File: src/core/sipr_pkg.sv
// Notes on behaviour
// Config bit 0: level or edge input trigger.
// Config bit 1: pin active low or high.
// Config bit 2: push-pull or open-drain drive.
// Config bit 3: pin driven only when set.
// Config bit 4: input enable; bits 7-5 reserved.
// Second pin config at 0x54, same layout.
// Hold-mode bit 0: non-latched or latched interrupts.
// First pin feature routing: motion, still, error.
// Second pin feature routing: motion, still, error.
// Hardware routing bits 0-2 feed first pin.
// Hardware routing bits 4-6 feed second pin.
// Startup register 0x59 resets 0x90, host-written.
// Pin asserts on OR of routed sources.
// Latched events hold until status is read.
package sipr_pkg;

  localparam logic [7:0] OFF_PIN_A_CFG = 8'h53;
  localparam logic [7:0] OFF_PIN_B_CFG = 8'h54;
  localparam logic [7:0] OFF_HOLD      = 8'h55;
  localparam logic [7:0] OFF_MAP_A     = 8'h56;
  localparam logic [7:0] OFF_MAP_B     = 8'h57;
  localparam logic [7:0] OFF_HW_MAP    = 8'h58;
  localparam logic [7:0] OFF_STARTUP   = 8'h59;
  localparam logic [7:0] OFF_STATUS    = 8'h5a;
  localparam logic [7:0] OFF_MASK      = 8'h5b;

  localparam logic [7:0] RST_ZERO    = 8'h00;
  localparam logic [7:0] RST_STARTUP = 8'h90;

  localparam logic [7:0] CFG_WMASK  = 8'h1f;
  localparam logic [7:0] HOLD_WMASK = 8'h01;
  localparam logic [7:0] MAP_WMASK  = 8'he0;
  localparam logic [7:0] HW_WMASK   = 8'h77;

  localparam int CFG_EDGE  = 0;
  localparam int CFG_LVL   = 1;
  localparam int CFG_OD    = 2;
  localparam int CFG_OEN   = 3;
  localparam int HOLD_BIT  = 0;
  localparam int MAP_ANY   = 5;
  localparam int MAP_STILL = 6;
  localparam int MAP_ERR   = 7;
  localparam int HW_FULL   = 0;
  localparam int HW_LEVEL  = 1;
  localparam int HW_READY  = 2;
  localparam int HW_B_BASE = 4;

  localparam int EV_ANY   = 0;
  localparam int EV_STILL = 1;
  localparam int EV_ERR   = 2;
  localparam int EV_FULL  = 3;
  localparam int EV_LEVEL = 4;
  localparam int EV_READY = 5;
  localparam int EV_N     = 6;

  typedef struct packed {
    logic ready;
    logic level;
    logic full;
    logic err;
    logic still;
    logic any;
  } sipr_events_t;

  typedef struct packed {
    logic in_en;
    logic out_en;
    logic drive_style_select;
    logic active_high;
    logic edge_trig;
  } sipr_pin_cfg_t;

  typedef struct packed {
    logic o;
    logic oe;
  } sipr_pin_drive_t;

  typedef struct packed {
    logic            sync1;
    logic            sync2;
    logic            prev;
    logic            trig;
    sipr_pin_drive_t drv;
  } sipr_pin_state_t;

  typedef struct packed {
    logic [7:0]      cfg_a;
    logic [7:0]      cfg_b;
    logic [7:0]      hold;
    logic [7:0]      map_a;
    logic [7:0]      map_b;
    logic [7:0]      hw_map;
    logic [7:0]      startup;
    logic [EV_N-1:0] status;
    logic [EV_N-1:0] mask;
    logic [7:0]      rdata;
    logic            start_wr;
  } sipr_core_state_t;

endpackage

File: src/core/sipr_pin.sv
`timescale 1ns/1ns
module sipr_pin (
  input  wire logic                      i_clock,
  input  wire logic                      i_rst,
  input  wire sipr_pkg::sipr_pin_cfg_t   i_cfg,
  input  wire logic                      i_assert,
  input  wire logic                      i_pin,
  output sipr_pkg::sipr_pin_drive_t      o_drive,
  output logic                           o_trigger
);

  sipr_pkg::sipr_pin_state_t r_reg;
  sipr_pkg::sipr_pin_state_t r_next;
  logic                      act_now;
  logic                      act_prev;
  logic                      lvl;

  always_comb begin
    r_next       = r_reg;
    r_next.sync1 = i_pin;
    r_next.sync2 = r_reg.sync1;
    r_next.prev  = r_reg.sync2;
    act_now  = i_cfg.active_high ? r_reg.sync2 : ~r_reg.sync2;
    act_prev = i_cfg.active_high ? r_reg.prev : ~r_reg.prev;
    // The edge form fires once per entry into the active level.
    r_next.trig = i_cfg.in_en &
                  (i_cfg.edge_trig ? (act_now & ~act_prev) : act_now);
    lvl = i_cfg.active_high ? i_assert : ~i_assert;
    if (i_cfg.drive_style_select) begin
      // Open drain only pulls low; the idle level comes from the pull-up.
      r_next.drv.o  = 1'b0;
      r_next.drv.oe = i_cfg.out_en & ~lvl;
    end else begin
      r_next.drv.o  = lvl;
      r_next.drv.oe = i_cfg.out_en;
    end
  end

  always_ff @(posedge i_clock) begin
    if (i_rst) begin
      // The chain starts at the pulled-up idle level, so that the release
      // of reset shows no false edge.
      r_reg       <= '0;
      r_reg.sync1 <= 1'b1;
      r_reg.sync2 <= 1'b1;
      r_reg.prev  <= 1'b1;
    end else begin
      r_reg <= r_next;
    end
  end

  assign o_drive   = r_reg.drv;
  assign o_trigger = r_reg.trig;

  property p_edge_needs_change;
    @(posedge i_clock) disable iff (i_rst)
    (i_cfg.in_en && i_cfg.edge_trig && r_reg.sync2 == r_reg.prev)
      |=> !o_trigger;
  endproperty
  a_edge_needs_change: assert property (p_edge_needs_change)
    else $error("edge trigger fired without a pin change");

  property p_polarity;
    @(posedge i_clock) disable iff (i_rst)
    (!i_cfg.drive_style_select && i_assert)
      |=> (o_drive.o == $past(i_cfg.active_high));
  endproperty
  a_polarity: assert property (p_polarity)
    else $error("asserted pin level does not follow polarity");

  property p_open_drain;
    @(posedge i_clock) disable iff (i_rst)
    i_cfg.drive_style_select |=> (!o_drive.o ##1 1'b1);
  endproperty
  a_open_drain: assert property (p_open_drain)
    else $error("open drain pin drove a high level");

  property p_out_gate;
    @(posedge i_clock) disable iff (i_rst)
    !i_cfg.out_en |=> !o_drive.oe;
  endproperty
  a_out_gate: assert property (p_out_gate)
    else $error("pin driven while output disabled");

  property p_in_gate;
    @(posedge i_clock) disable iff (i_rst)
    !i_cfg.in_en |=> !o_trigger;
  endproperty
  a_in_gate: assert property (p_in_gate)
    else $error("input trigger while input disabled");

endmodule

File: src/core/sipr_core.sv
`timescale 1ns/1ns
module sipr_core (
  input  wire logic                      i_clock,
  input  wire logic                      i_rst,
  input  wire logic [7:0]                i_addr,
  input  wire logic [7:0]                i_wdata,
  input  wire logic                      i_wr,
  input  wire logic                      i_rd,
  output logic [7:0]                     o_rdata,
  input  wire sipr_pkg::sipr_events_t    i_events,
  input  wire logic                      i_pin_a,
  input  wire logic                      i_pin_b,
  output sipr_pkg::sipr_pin_drive_t      o_pin_a,
  output sipr_pkg::sipr_pin_drive_t      o_pin_b,
  output logic                           o_pin_a_trig,
  output logic                           o_pin_b_trig,
  output logic                           o_irq,
  output logic [7:0]                     o_startup_cmd,
  output logic                           o_startup_wr
);

  sipr_pkg::sipr_core_state_t   r_reg;
  sipr_pkg::sipr_core_state_t   r_next;
  logic [sipr_pkg::EV_N-1:0]    ev_live;
  logic [sipr_pkg::EV_N-1:0]    ev_src;
  logic [sipr_pkg::EV_N-1:0]    clr;
  logic                         status_rd;
  logic                         asrt_a;
  logic                         asrt_b;

  // One routing decode serves both pins.
  function automatic logic route(
    input logic [sipr_pkg::EV_N-1:0] ev,
    input logic [7:0]                feat,
    input logic [2:0]                hw
  );
    route = (ev[sipr_pkg::EV_ANY]   & feat[sipr_pkg::MAP_ANY])   |
            (ev[sipr_pkg::EV_STILL] & feat[sipr_pkg::MAP_STILL]) |
            (ev[sipr_pkg::EV_ERR]   & feat[sipr_pkg::MAP_ERR])   |
            (ev[sipr_pkg::EV_FULL]  & hw[sipr_pkg::HW_FULL])     |
            (ev[sipr_pkg::EV_LEVEL] & hw[sipr_pkg::HW_LEVEL])    |
            (ev[sipr_pkg::EV_READY] & hw[sipr_pkg::HW_READY]);
  endfunction

  assign ev_live   = i_events;
  assign status_rd = i_rd && (i_addr == sipr_pkg::OFF_STATUS);

  // Latched mode drives the pins from the sticky status, otherwise from
  // the live conditions. The latched path lags the live one by a cycle.
  always_comb begin
    if (r_reg.hold[sipr_pkg::HOLD_BIT]) begin
      ev_src = r_reg.status;
    end else begin
      ev_src = ev_live;
    end
    asrt_a = route(ev_src, r_reg.map_a,
                   r_reg.hw_map[2:0]);
    asrt_b = route(ev_src, r_reg.map_b,
                   r_reg.hw_map[sipr_pkg::HW_B_BASE +: 3]);
  end

  always_comb begin
    r_next          = r_reg;
    r_next.rdata    = 8'h00;
    r_next.start_wr = 1'b0;
    clr             = '0;
    if (i_wr) begin
      case (i_addr)
        sipr_pkg::OFF_PIN_A_CFG: begin
          r_next.cfg_a = i_wdata & sipr_pkg::CFG_WMASK;
        end
        sipr_pkg::OFF_PIN_B_CFG: begin
          r_next.cfg_b = i_wdata & sipr_pkg::CFG_WMASK;
        end
        sipr_pkg::OFF_HOLD: begin
          r_next.hold = i_wdata & sipr_pkg::HOLD_WMASK;
        end
        sipr_pkg::OFF_MAP_A: begin
          r_next.map_a = i_wdata & sipr_pkg::MAP_WMASK;
        end
        sipr_pkg::OFF_MAP_B: begin
          r_next.map_b = i_wdata & sipr_pkg::MAP_WMASK;
        end
        sipr_pkg::OFF_HW_MAP: begin
          r_next.hw_map = i_wdata & sipr_pkg::HW_WMASK;
        end
        sipr_pkg::OFF_STARTUP: begin
          r_next.startup  = i_wdata;
          r_next.start_wr = 1'b1;
        end
        sipr_pkg::OFF_MASK: begin
          r_next.mask = i_wdata[sipr_pkg::EV_N-1:0];
        end
        default: begin
          r_next.start_wr = 1'b0;
        end
      endcase
    end
    if (i_rd) begin
      case (i_addr)
        sipr_pkg::OFF_PIN_A_CFG: r_next.rdata = r_reg.cfg_a;
        sipr_pkg::OFF_PIN_B_CFG: r_next.rdata = r_reg.cfg_b;
        sipr_pkg::OFF_HOLD:      r_next.rdata = r_reg.hold;
        sipr_pkg::OFF_MAP_A:     r_next.rdata = r_reg.map_a;
        sipr_pkg::OFF_MAP_B:     r_next.rdata = r_reg.map_b;
        sipr_pkg::OFF_HW_MAP:    r_next.rdata = r_reg.hw_map;
        sipr_pkg::OFF_STARTUP:   r_next.rdata = r_reg.startup;
        sipr_pkg::OFF_STATUS: begin
          r_next.rdata = {2'b00, r_reg.status};
          clr          = r_reg.status;
        end
        sipr_pkg::OFF_MASK:      r_next.rdata = {2'b00, r_reg.mask};
        default:                 r_next.rdata = 8'h00;
      endcase
    end
    // A new event in the clearing cycle survives: set wins over clear.
    r_next.status = (r_reg.status & ~clr) | ev_live;
  end

  always_ff @(posedge i_clock) begin
    if (i_rst) begin
      r_reg         <= '0;
      r_reg.startup <= sipr_pkg::RST_STARTUP;
    end else begin
      r_reg <= r_next;
    end
  end

  sipr_pin u_pin_a (
    .i_clock   (i_clock),
    .i_rst     (i_rst),
    .i_cfg     (sipr_pkg::sipr_pin_cfg_t'(r_reg.cfg_a[4:0])),
    .i_assert  (asrt_a),
    .i_pin     (i_pin_a),
    .o_drive   (o_pin_a),
    .o_trigger (o_pin_a_trig)
  );

  sipr_pin u_pin_b (
    .i_clock   (i_clock),
    .i_rst     (i_rst),
    .i_cfg     (sipr_pkg::sipr_pin_cfg_t'(r_reg.cfg_b[4:0])),
    .i_assert  (asrt_b),
    .i_pin     (i_pin_b),
    .o_drive   (o_pin_b),
    .o_trigger (o_pin_b_trig)
  );

  assign o_rdata       = r_reg.rdata;
  assign o_irq         = |(r_reg.status & r_reg.mask);
  assign o_startup_cmd = r_reg.startup;
  assign o_startup_wr  = r_reg.start_wr;

  property p_pin_b_cfg_write;
    @(posedge i_clock) disable iff (i_rst)
    (i_wr && i_addr == sipr_pkg::OFF_PIN_B_CFG)
      |=> (r_reg.cfg_b == ($past(i_wdata) & 8'h1f));
  endproperty
  a_pin_b_cfg_write: assert property (p_pin_b_cfg_write)
    else $error("second pin config not stored with its layout");

  property p_live_still;
    @(posedge i_clock) disable iff (i_rst)
    (!r_reg.hold[0] && r_reg.map_a[6] && i_events.still) |-> asrt_a;
  endproperty
  a_live_still: assert property (p_live_still)
    else $error("non-latched still event not on first pin");

  property p_map_a_any;
    @(posedge i_clock) disable iff (i_rst)
    (!r_reg.hold[0] && i_events.any && r_reg.map_a[5] &&
     r_reg.cfg_a[3] && !r_reg.cfg_a[2] && r_reg.cfg_a[1] && !i_wr)
      |=> o_pin_a.o && o_pin_a.oe;
  endproperty
  a_map_a_any: assert property (p_map_a_any)
    else $error("motion event routed to first pin not driven");

  property p_map_b_err;
    @(posedge i_clock) disable iff (i_rst)
    (!r_reg.hold[0] && r_reg.map_b[7] && i_events.err) |-> asrt_b;
  endproperty
  a_map_b_err: assert property (p_map_b_err)
    else $error("error event routed to second pin not asserted");

  property p_hw_a_ready;
    @(posedge i_clock) disable iff (i_rst)
    (!r_reg.hold[0] && r_reg.hw_map[2] && i_events.ready) |-> asrt_a;
  endproperty
  a_hw_a_ready: assert property (p_hw_a_ready)
    else $error("ready event routed to first pin not asserted");

  property p_hw_b_full;
    @(posedge i_clock) disable iff (i_rst)
    (!r_reg.hold[0] && r_reg.hw_map[4] && i_events.full &&
     r_reg.map_a == 8'h00 && r_reg.hw_map[2:0] == 3'h0) |-> asrt_b && !asrt_a;
  endproperty
  a_hw_b_full: assert property (p_hw_b_full)
    else $error("full event routing to second pin wrong");

  property p_startup_write;
    @(posedge i_clock) disable iff (i_rst)
    (i_wr && i_addr == sipr_pkg::OFF_STARTUP)
      |=> o_startup_wr && (o_startup_cmd == $past(i_wdata))
      ##1 (!o_startup_wr ||
           $past(i_wr && i_addr == sipr_pkg::OFF_STARTUP));
  endproperty
  a_startup_write: assert property (p_startup_write)
    else $error("startup command write not seen as one pulse");

  property p_or_quiet;
    @(posedge i_clock) disable iff (i_rst)
    (!asrt_a && r_reg.cfg_a[3] && !r_reg.cfg_a[2] && !r_reg.cfg_a[1] && !i_wr)
      |=> o_pin_a.o;
  endproperty
  a_or_quiet: assert property (p_or_quiet)
    else $error("active low pin asserted with no routed source");

  property p_latched_hold;
    @(posedge i_clock) disable iff (i_rst)
    (r_reg.hold[0] && r_reg.status[0] && r_reg.map_b[5] &&
     !status_rd && !i_wr) |=> asrt_b;
  endproperty
  a_latched_hold: assert property (p_latched_hold)
    else $error("latched event dropped before status read");

  property p_read_clears;
    @(posedge i_clock) disable iff (i_rst)
    (status_rd && !i_events.any && r_reg.status[0]) |=> !r_reg.status[0];
  endproperty
  a_read_clears: assert property (p_read_clears)
    else $error("status read did not clear an idle event");

endmodule

File: config.mk
export PLATFORM = sky130hd
export DESIGN_NAME = sipr_core
export DESIGN_NICKNAME = d
export VERILOG_FILES = /design/src/core/sipr_pkg.sv /design/src/core/sipr_pin.sv /design/src/core/sipr_core.sv
export SDC_FILE = /design/constraint.sdc
export NUM_CORES = 1
export LEC_CHECK = 0
export BUFFER_PORTS_ARGS = -buffer_cell sky130_fd_sc_hd__buf_2
export CAP_MARGIN = 10
export CORE_MARGIN = 2
export CORE_UTILIZATION = 53
export CTS_BUF_LIST = sky130_fd_sc_hd__clkbuf_2 sky130_fd_sc_hd__clkbuf_4 sky130_fd_sc_hd__clkbuf_8
export CTS_CLUSTER_SIZE = 30
export DETAILED_ROUTE_END_ITERATION = 12
export PLACE_DENSITY = 0.79
export RECOVER_POWER = 25
export SLEW_MARGIN = 20
export SYNTH_ARGS = -nofsm -noshare
export SYNTH_HDL_FRONTEND = slang
export SYNTH_SLANG_ARGS = --single-unit
File: constraint.sdc
create_clock -name i_clock -period 1.6 [get_ports i_clock]
set_clock_uncertainty 0.1 [all_clocks]
set_input_delay 0.48 -clock i_clock [delete_from_list [all_inputs] [get_ports i_clock]]
set_output_delay 0.48 -clock i_clock [all_outputs]
set_load 0.1 [all_outputs]
[After elaboration in Yosys (flattened, before gate mapping)]
Index checks and enable logic that the tools add are counted.
Storage, ports and cells
  register bits: 64
  bits of input ports: 28
  output and inout bits: 24
  word-level logic and storage cells: 104
Cells by class
  eq/ne operators: 9
  multiplexer cells: 15
  bitwise logic cells: 44
  reductions and logical operators: 13
Operator list (count)
  $eq A8 B7 Y1 const B: 9
  $pmux W8 S9: 1
  $and A1 B1 Y1: 18
  $mux W6: 3
  $reduce_and A2 Y1: 8
  $and A6 B6 Y6: 2
  $not A1 Y1: 12
  $mux W1: 11
  $or A1 B1 Y1: 10
  $reduce_or A2 Y1: 4
  $not A6 Y6: 1
  $or A6 B6 Y6: 1
  $reduce_or A6 Y1: 1

[Depth between registers and ports, before layout]
  depth after elaboration: 12
  mapped depth: 6
  gate-level depth less buffers: 4

[Cells and area by module]
From an unflattened synthesis, not the netlist that was laid out.
Second synthesis, totals
  cell total of the unflattened synthesis: 312
  area, all modules: 3036.7 um^2
By module, submodules not included
  sipr_core: times used 1, cells each 266, area each 2596.2 um^2, sequential area each 1041.0 um^2
  sipr_pin: times used 2, cells each 23, area each 220.2 um^2, sequential area each 120.1 um^2

[Least setup slack after synthesis]
No wires, ideal clock.
  path type: register to output
  start: register r_reg[16] in the netlist's numbering
  end: output port o_irq
  arrival time: 1.248 ns
  data required time: 1.020 ns
  path slack: -0.228 ns
  stages on the path, launching flop included: 3
  buffers on the path: 0
  cell sequence: dfxtp_1 a22oi_1 nand3_1
Between the ends
  longest elaborated chain between the ends: 2
Ends and longest elaborated chain
  from (decl): RTL line sipr_core.sv:22  | sipr_pkg::sipr_core_state_t r_reg;
  from (signal assigned): RTL line sipr_core.sv:125  | r_reg <= r_next;
  $and A6 B6 Y6: RTL line sipr_core.sv:150  | assign o_irq = |(r_reg.status & r_reg.mask);
  $reduce_or A6 Y1: RTL line sipr_core.sv:150
  to (decl): RTL line sipr_core.sv:17  | output logic o_irq,
No other way between the ends.

[Final worst setup path]
  start: register r_reg[17] in the netlist's numbering
  end: output port o_irq
The elaborated chain is that of the path after synthesis.

==> summary.md <==
| Metric | Value |
|---|---|
| Max Fclk | approximately 560 MHz |
| Routability cong. | 0.912 |
| Initial antenna violation count | 0 |
| Fin worst setup slack | -0.176 ns |
| Number of routed nets with antenna violations | 0 |
| Leakage Power | 1.84 nW |
| Final Max Slew Viols | 0 |
| DRT Pass-1 Iters | 5 |
| Nature of the critical path startpoint | register |
| Layout cells sized above 1 | 0.432 |
| Final Hold Viols | 0 |
| GR Overflow Total | 0 |
| Netlist Area Pre-Place | 3190 um2 |
| Net Count, Synth | about 360 |
| Die ar. | roughly 6600 um2 |
| DP HPWL | 6440 um |
| Failing checks | negative setup slack |
| Cts bufs inserted | 9 |
| Initial DRC count | approximately 260 |
| Clock Pin Slew Worst Setup and Hold Paths | about 0.08 ns |
| Final wirelength | slightly below 9000 um |
| Top Ports | 52 |
| RSZ-0062 raised after global routing | true |
| Worst Reg-to-Reg Cells | 5 |
| VDD IR max | 0.721 mV |
| H-tree levels | 3 |
| Total Power | ~3.7 mW |
| P per Cell Area | 847 nW/um2 |
| Max reg flops | 35 |
| First-pass GRT wire length | roughly 14,000 um |
| Largest net degree at the start of global routing | 23 |
| Post-layout min period | about 1.8 ns |
| Post-Syn Instances | roughly 330 |
| Placement Setup Slack | -0.313 ns |
| Area delta synth->final | 36.6% |
| Total GRT Usage | 0.295 |
| Starting Density | 0.544 |
| Hold Path Depth | 2 |
| DRC viols | 0 |
| CTS Buffer Depth | 2 |
| Worst EP arrival | between 1 and 1.5 ns |
| Max Cap Viol | 0 |
| Post-Syn Area per Cell | approximately 9.7 um2 |
| Critical Path Fanout Max | 4 |
| Port Buffers | 51 |
| Antenna cells | 0 |
| Run status | complete, but fails checks |
| Root Driver | clkbuf_8 |
| # hold bufs at CTS | 0 |
| CTS tree | yes |
| Seq/Total Area, Yosys | 0.402 |
| Final setup viols | 3 |
| Yosys warning count | 0 |
| Tcrit/Tclk final | 1.11 |
| Crit. End Element | output port |
| Via count | around 2,800 |
| Seq cells post-synth | 64 |
| Vias in the first global route | 2,699 |
| Clk_lat worst skew | roughly 0.36 ns |
| Measured slew at the worst slew-check pin | 0.792 ns |
| Row count | 28 |
| Count of different cell masters after synthesis | 43 |
| Hold Path Class | in2reg |
| Clock sink total | 64 |
| WP data required | 1.02 ns |
| Routed len/inst | approximately 19 um |
| Crit path kind | reg2out |
| Normalized max-slew margin | 0.472 |
| Die W | about 80 um |
| Via density per instance | approximately 5.8 |
| Total core area | roughly 6000 um2 |
| Final net count | around 430 |
| Die span in y | ~82 um |
## layer usage
layer,vias up,GRT usage,wire length (um)
li1,1276,-,-
met1,1309,0.386,3800
met2,147,0.462,4180
met3,24,0.0527,641
met4,0,0.159,318
met5,-,0,0
## worst max-delay path: stages (launching register included)
cell and delay [ns]:
dfxtp_1 0.37, a22oi_2 0.16, nand3_2 0.13, buf_12 0.18
## Yosys cell counts (all sizes together)
library cell,n,share of area
dfxtp,64,0.40
a22oi,11,0.026
buf,31,0.070
and4,2,0.0055
o21ai,4,0.0075
a32oi,3,0.0082
and2,2,0.0039
mux4,4,0.028
nor2b,8,0.016
nand2,5,0.0059
or2,6,0.012
nand4,8,0.016
nand2b,25,0.049
a31oi,2,0.0039
nor4,1,0.0067
xor2,2,0.0055
a21oi,14,0.029
nand3b,3,0.0071
nand4bb,1,0.0086
and4bb,1,0.0039
a221oi,1,0.0027
nor2,35,0.041
mux2i,41,0.13
or4,2,0.0047
and3,3,0.0059
nor3,4,0.0079
clkbuf,11,0.014
or3,2,0.0039
mux2,11,0.039
a2111oi,2,0.0055
inv,6,0.0071
nand3,11,0.019
xnor2,2,0.0055
## cells in the final DEF (no fill, tap or decap), drive strengths merged, types with 5 or more instances in the layout
master / synthesis / routed
a22oi: 11 / 11
mux2: 11 / 11
clkbuf: 11 / 14
nand2: 5 / 5
a21oi: 14 / 14
nor2b: 8 / 8
nor2: 35 / 35
nand4: 8 / 8
mux2i: 41 / 41
buf: 31 / 96
or2: 6 / 6
inv: 6 / 7
nand3: 11 / 11
nand2b: 25 / 25
dfxtp: 64 / 64
## area by class of cell
cell class / count / area (um2)
clock inverters: 7 / 119
well taps: 75 / 93.8
repair buffers: 101 / 998
inverters: 6 / 22.5
multi-input cells: 216 / 1690
flip-flops and latches: 64 / 1300
fillers: 410 / 1500
clock buffers: 9 / 124
## what timing repair did
item	in CTS	in global routing
pin swaps	5	5
buffers inserted	4	0
endpoints found under the setup margin	5	15
resized for setup	16	14
## cell families after synthesis
kind of cell           count (synthesis)  share of synthesized area
buffers and inverters                 48                     0.0907
AO/OA/AOI/OAI                         37                     0.0829
flip-flops                            64                      0.402
XOR/XNOR                               4                     0.0110
multiplexers                          56                      0.196
AND/OR/NAND/NOR                      119                      0.217
## through the flow
stage	instance area (um2)	hold slack, ns	TNS [ns]	util	instances
2_1_floorplan	3230	0.289	-1.92	-	328
3_3_place_gp	4000	0.291	-10.38	0.684	458
3_5_place_dp	4000	0.297	-11.74	0.684	458
4_1_cts	4320	0.196	-0.179	0.739	478
5_1_grt	4350	0.207	-1.44	0.744	478
6_report	4350	0.201	-0.224	0.744	478
## power breakdown
part / total (mW) / switching [mW] / internal [mW]
sequential: 1.63 / 0.0216 / 1.61
combinational: 0.326 / 0.168 / 0.158
clock: 1.73 / 0.690 / 1.04
total: 3.68 / 0.880 / 2.81
## path summary, 6_finish.rpt
path	start	end	slack (ns)
worst max-delay path	r_reg[17]	o_irq	-0.18
worst min-delay path	i_pin_b	u_pin_b.r_next[4]	0.20
worst max register to register	r_reg[53]	u_pin_a.o_drive[1]	0.01
worst min register to register	u_pin_b.r_next[4]	u_pin_b.r_next[3]	0.31
No activity file was read; power rests on OpenSTA's default activity.
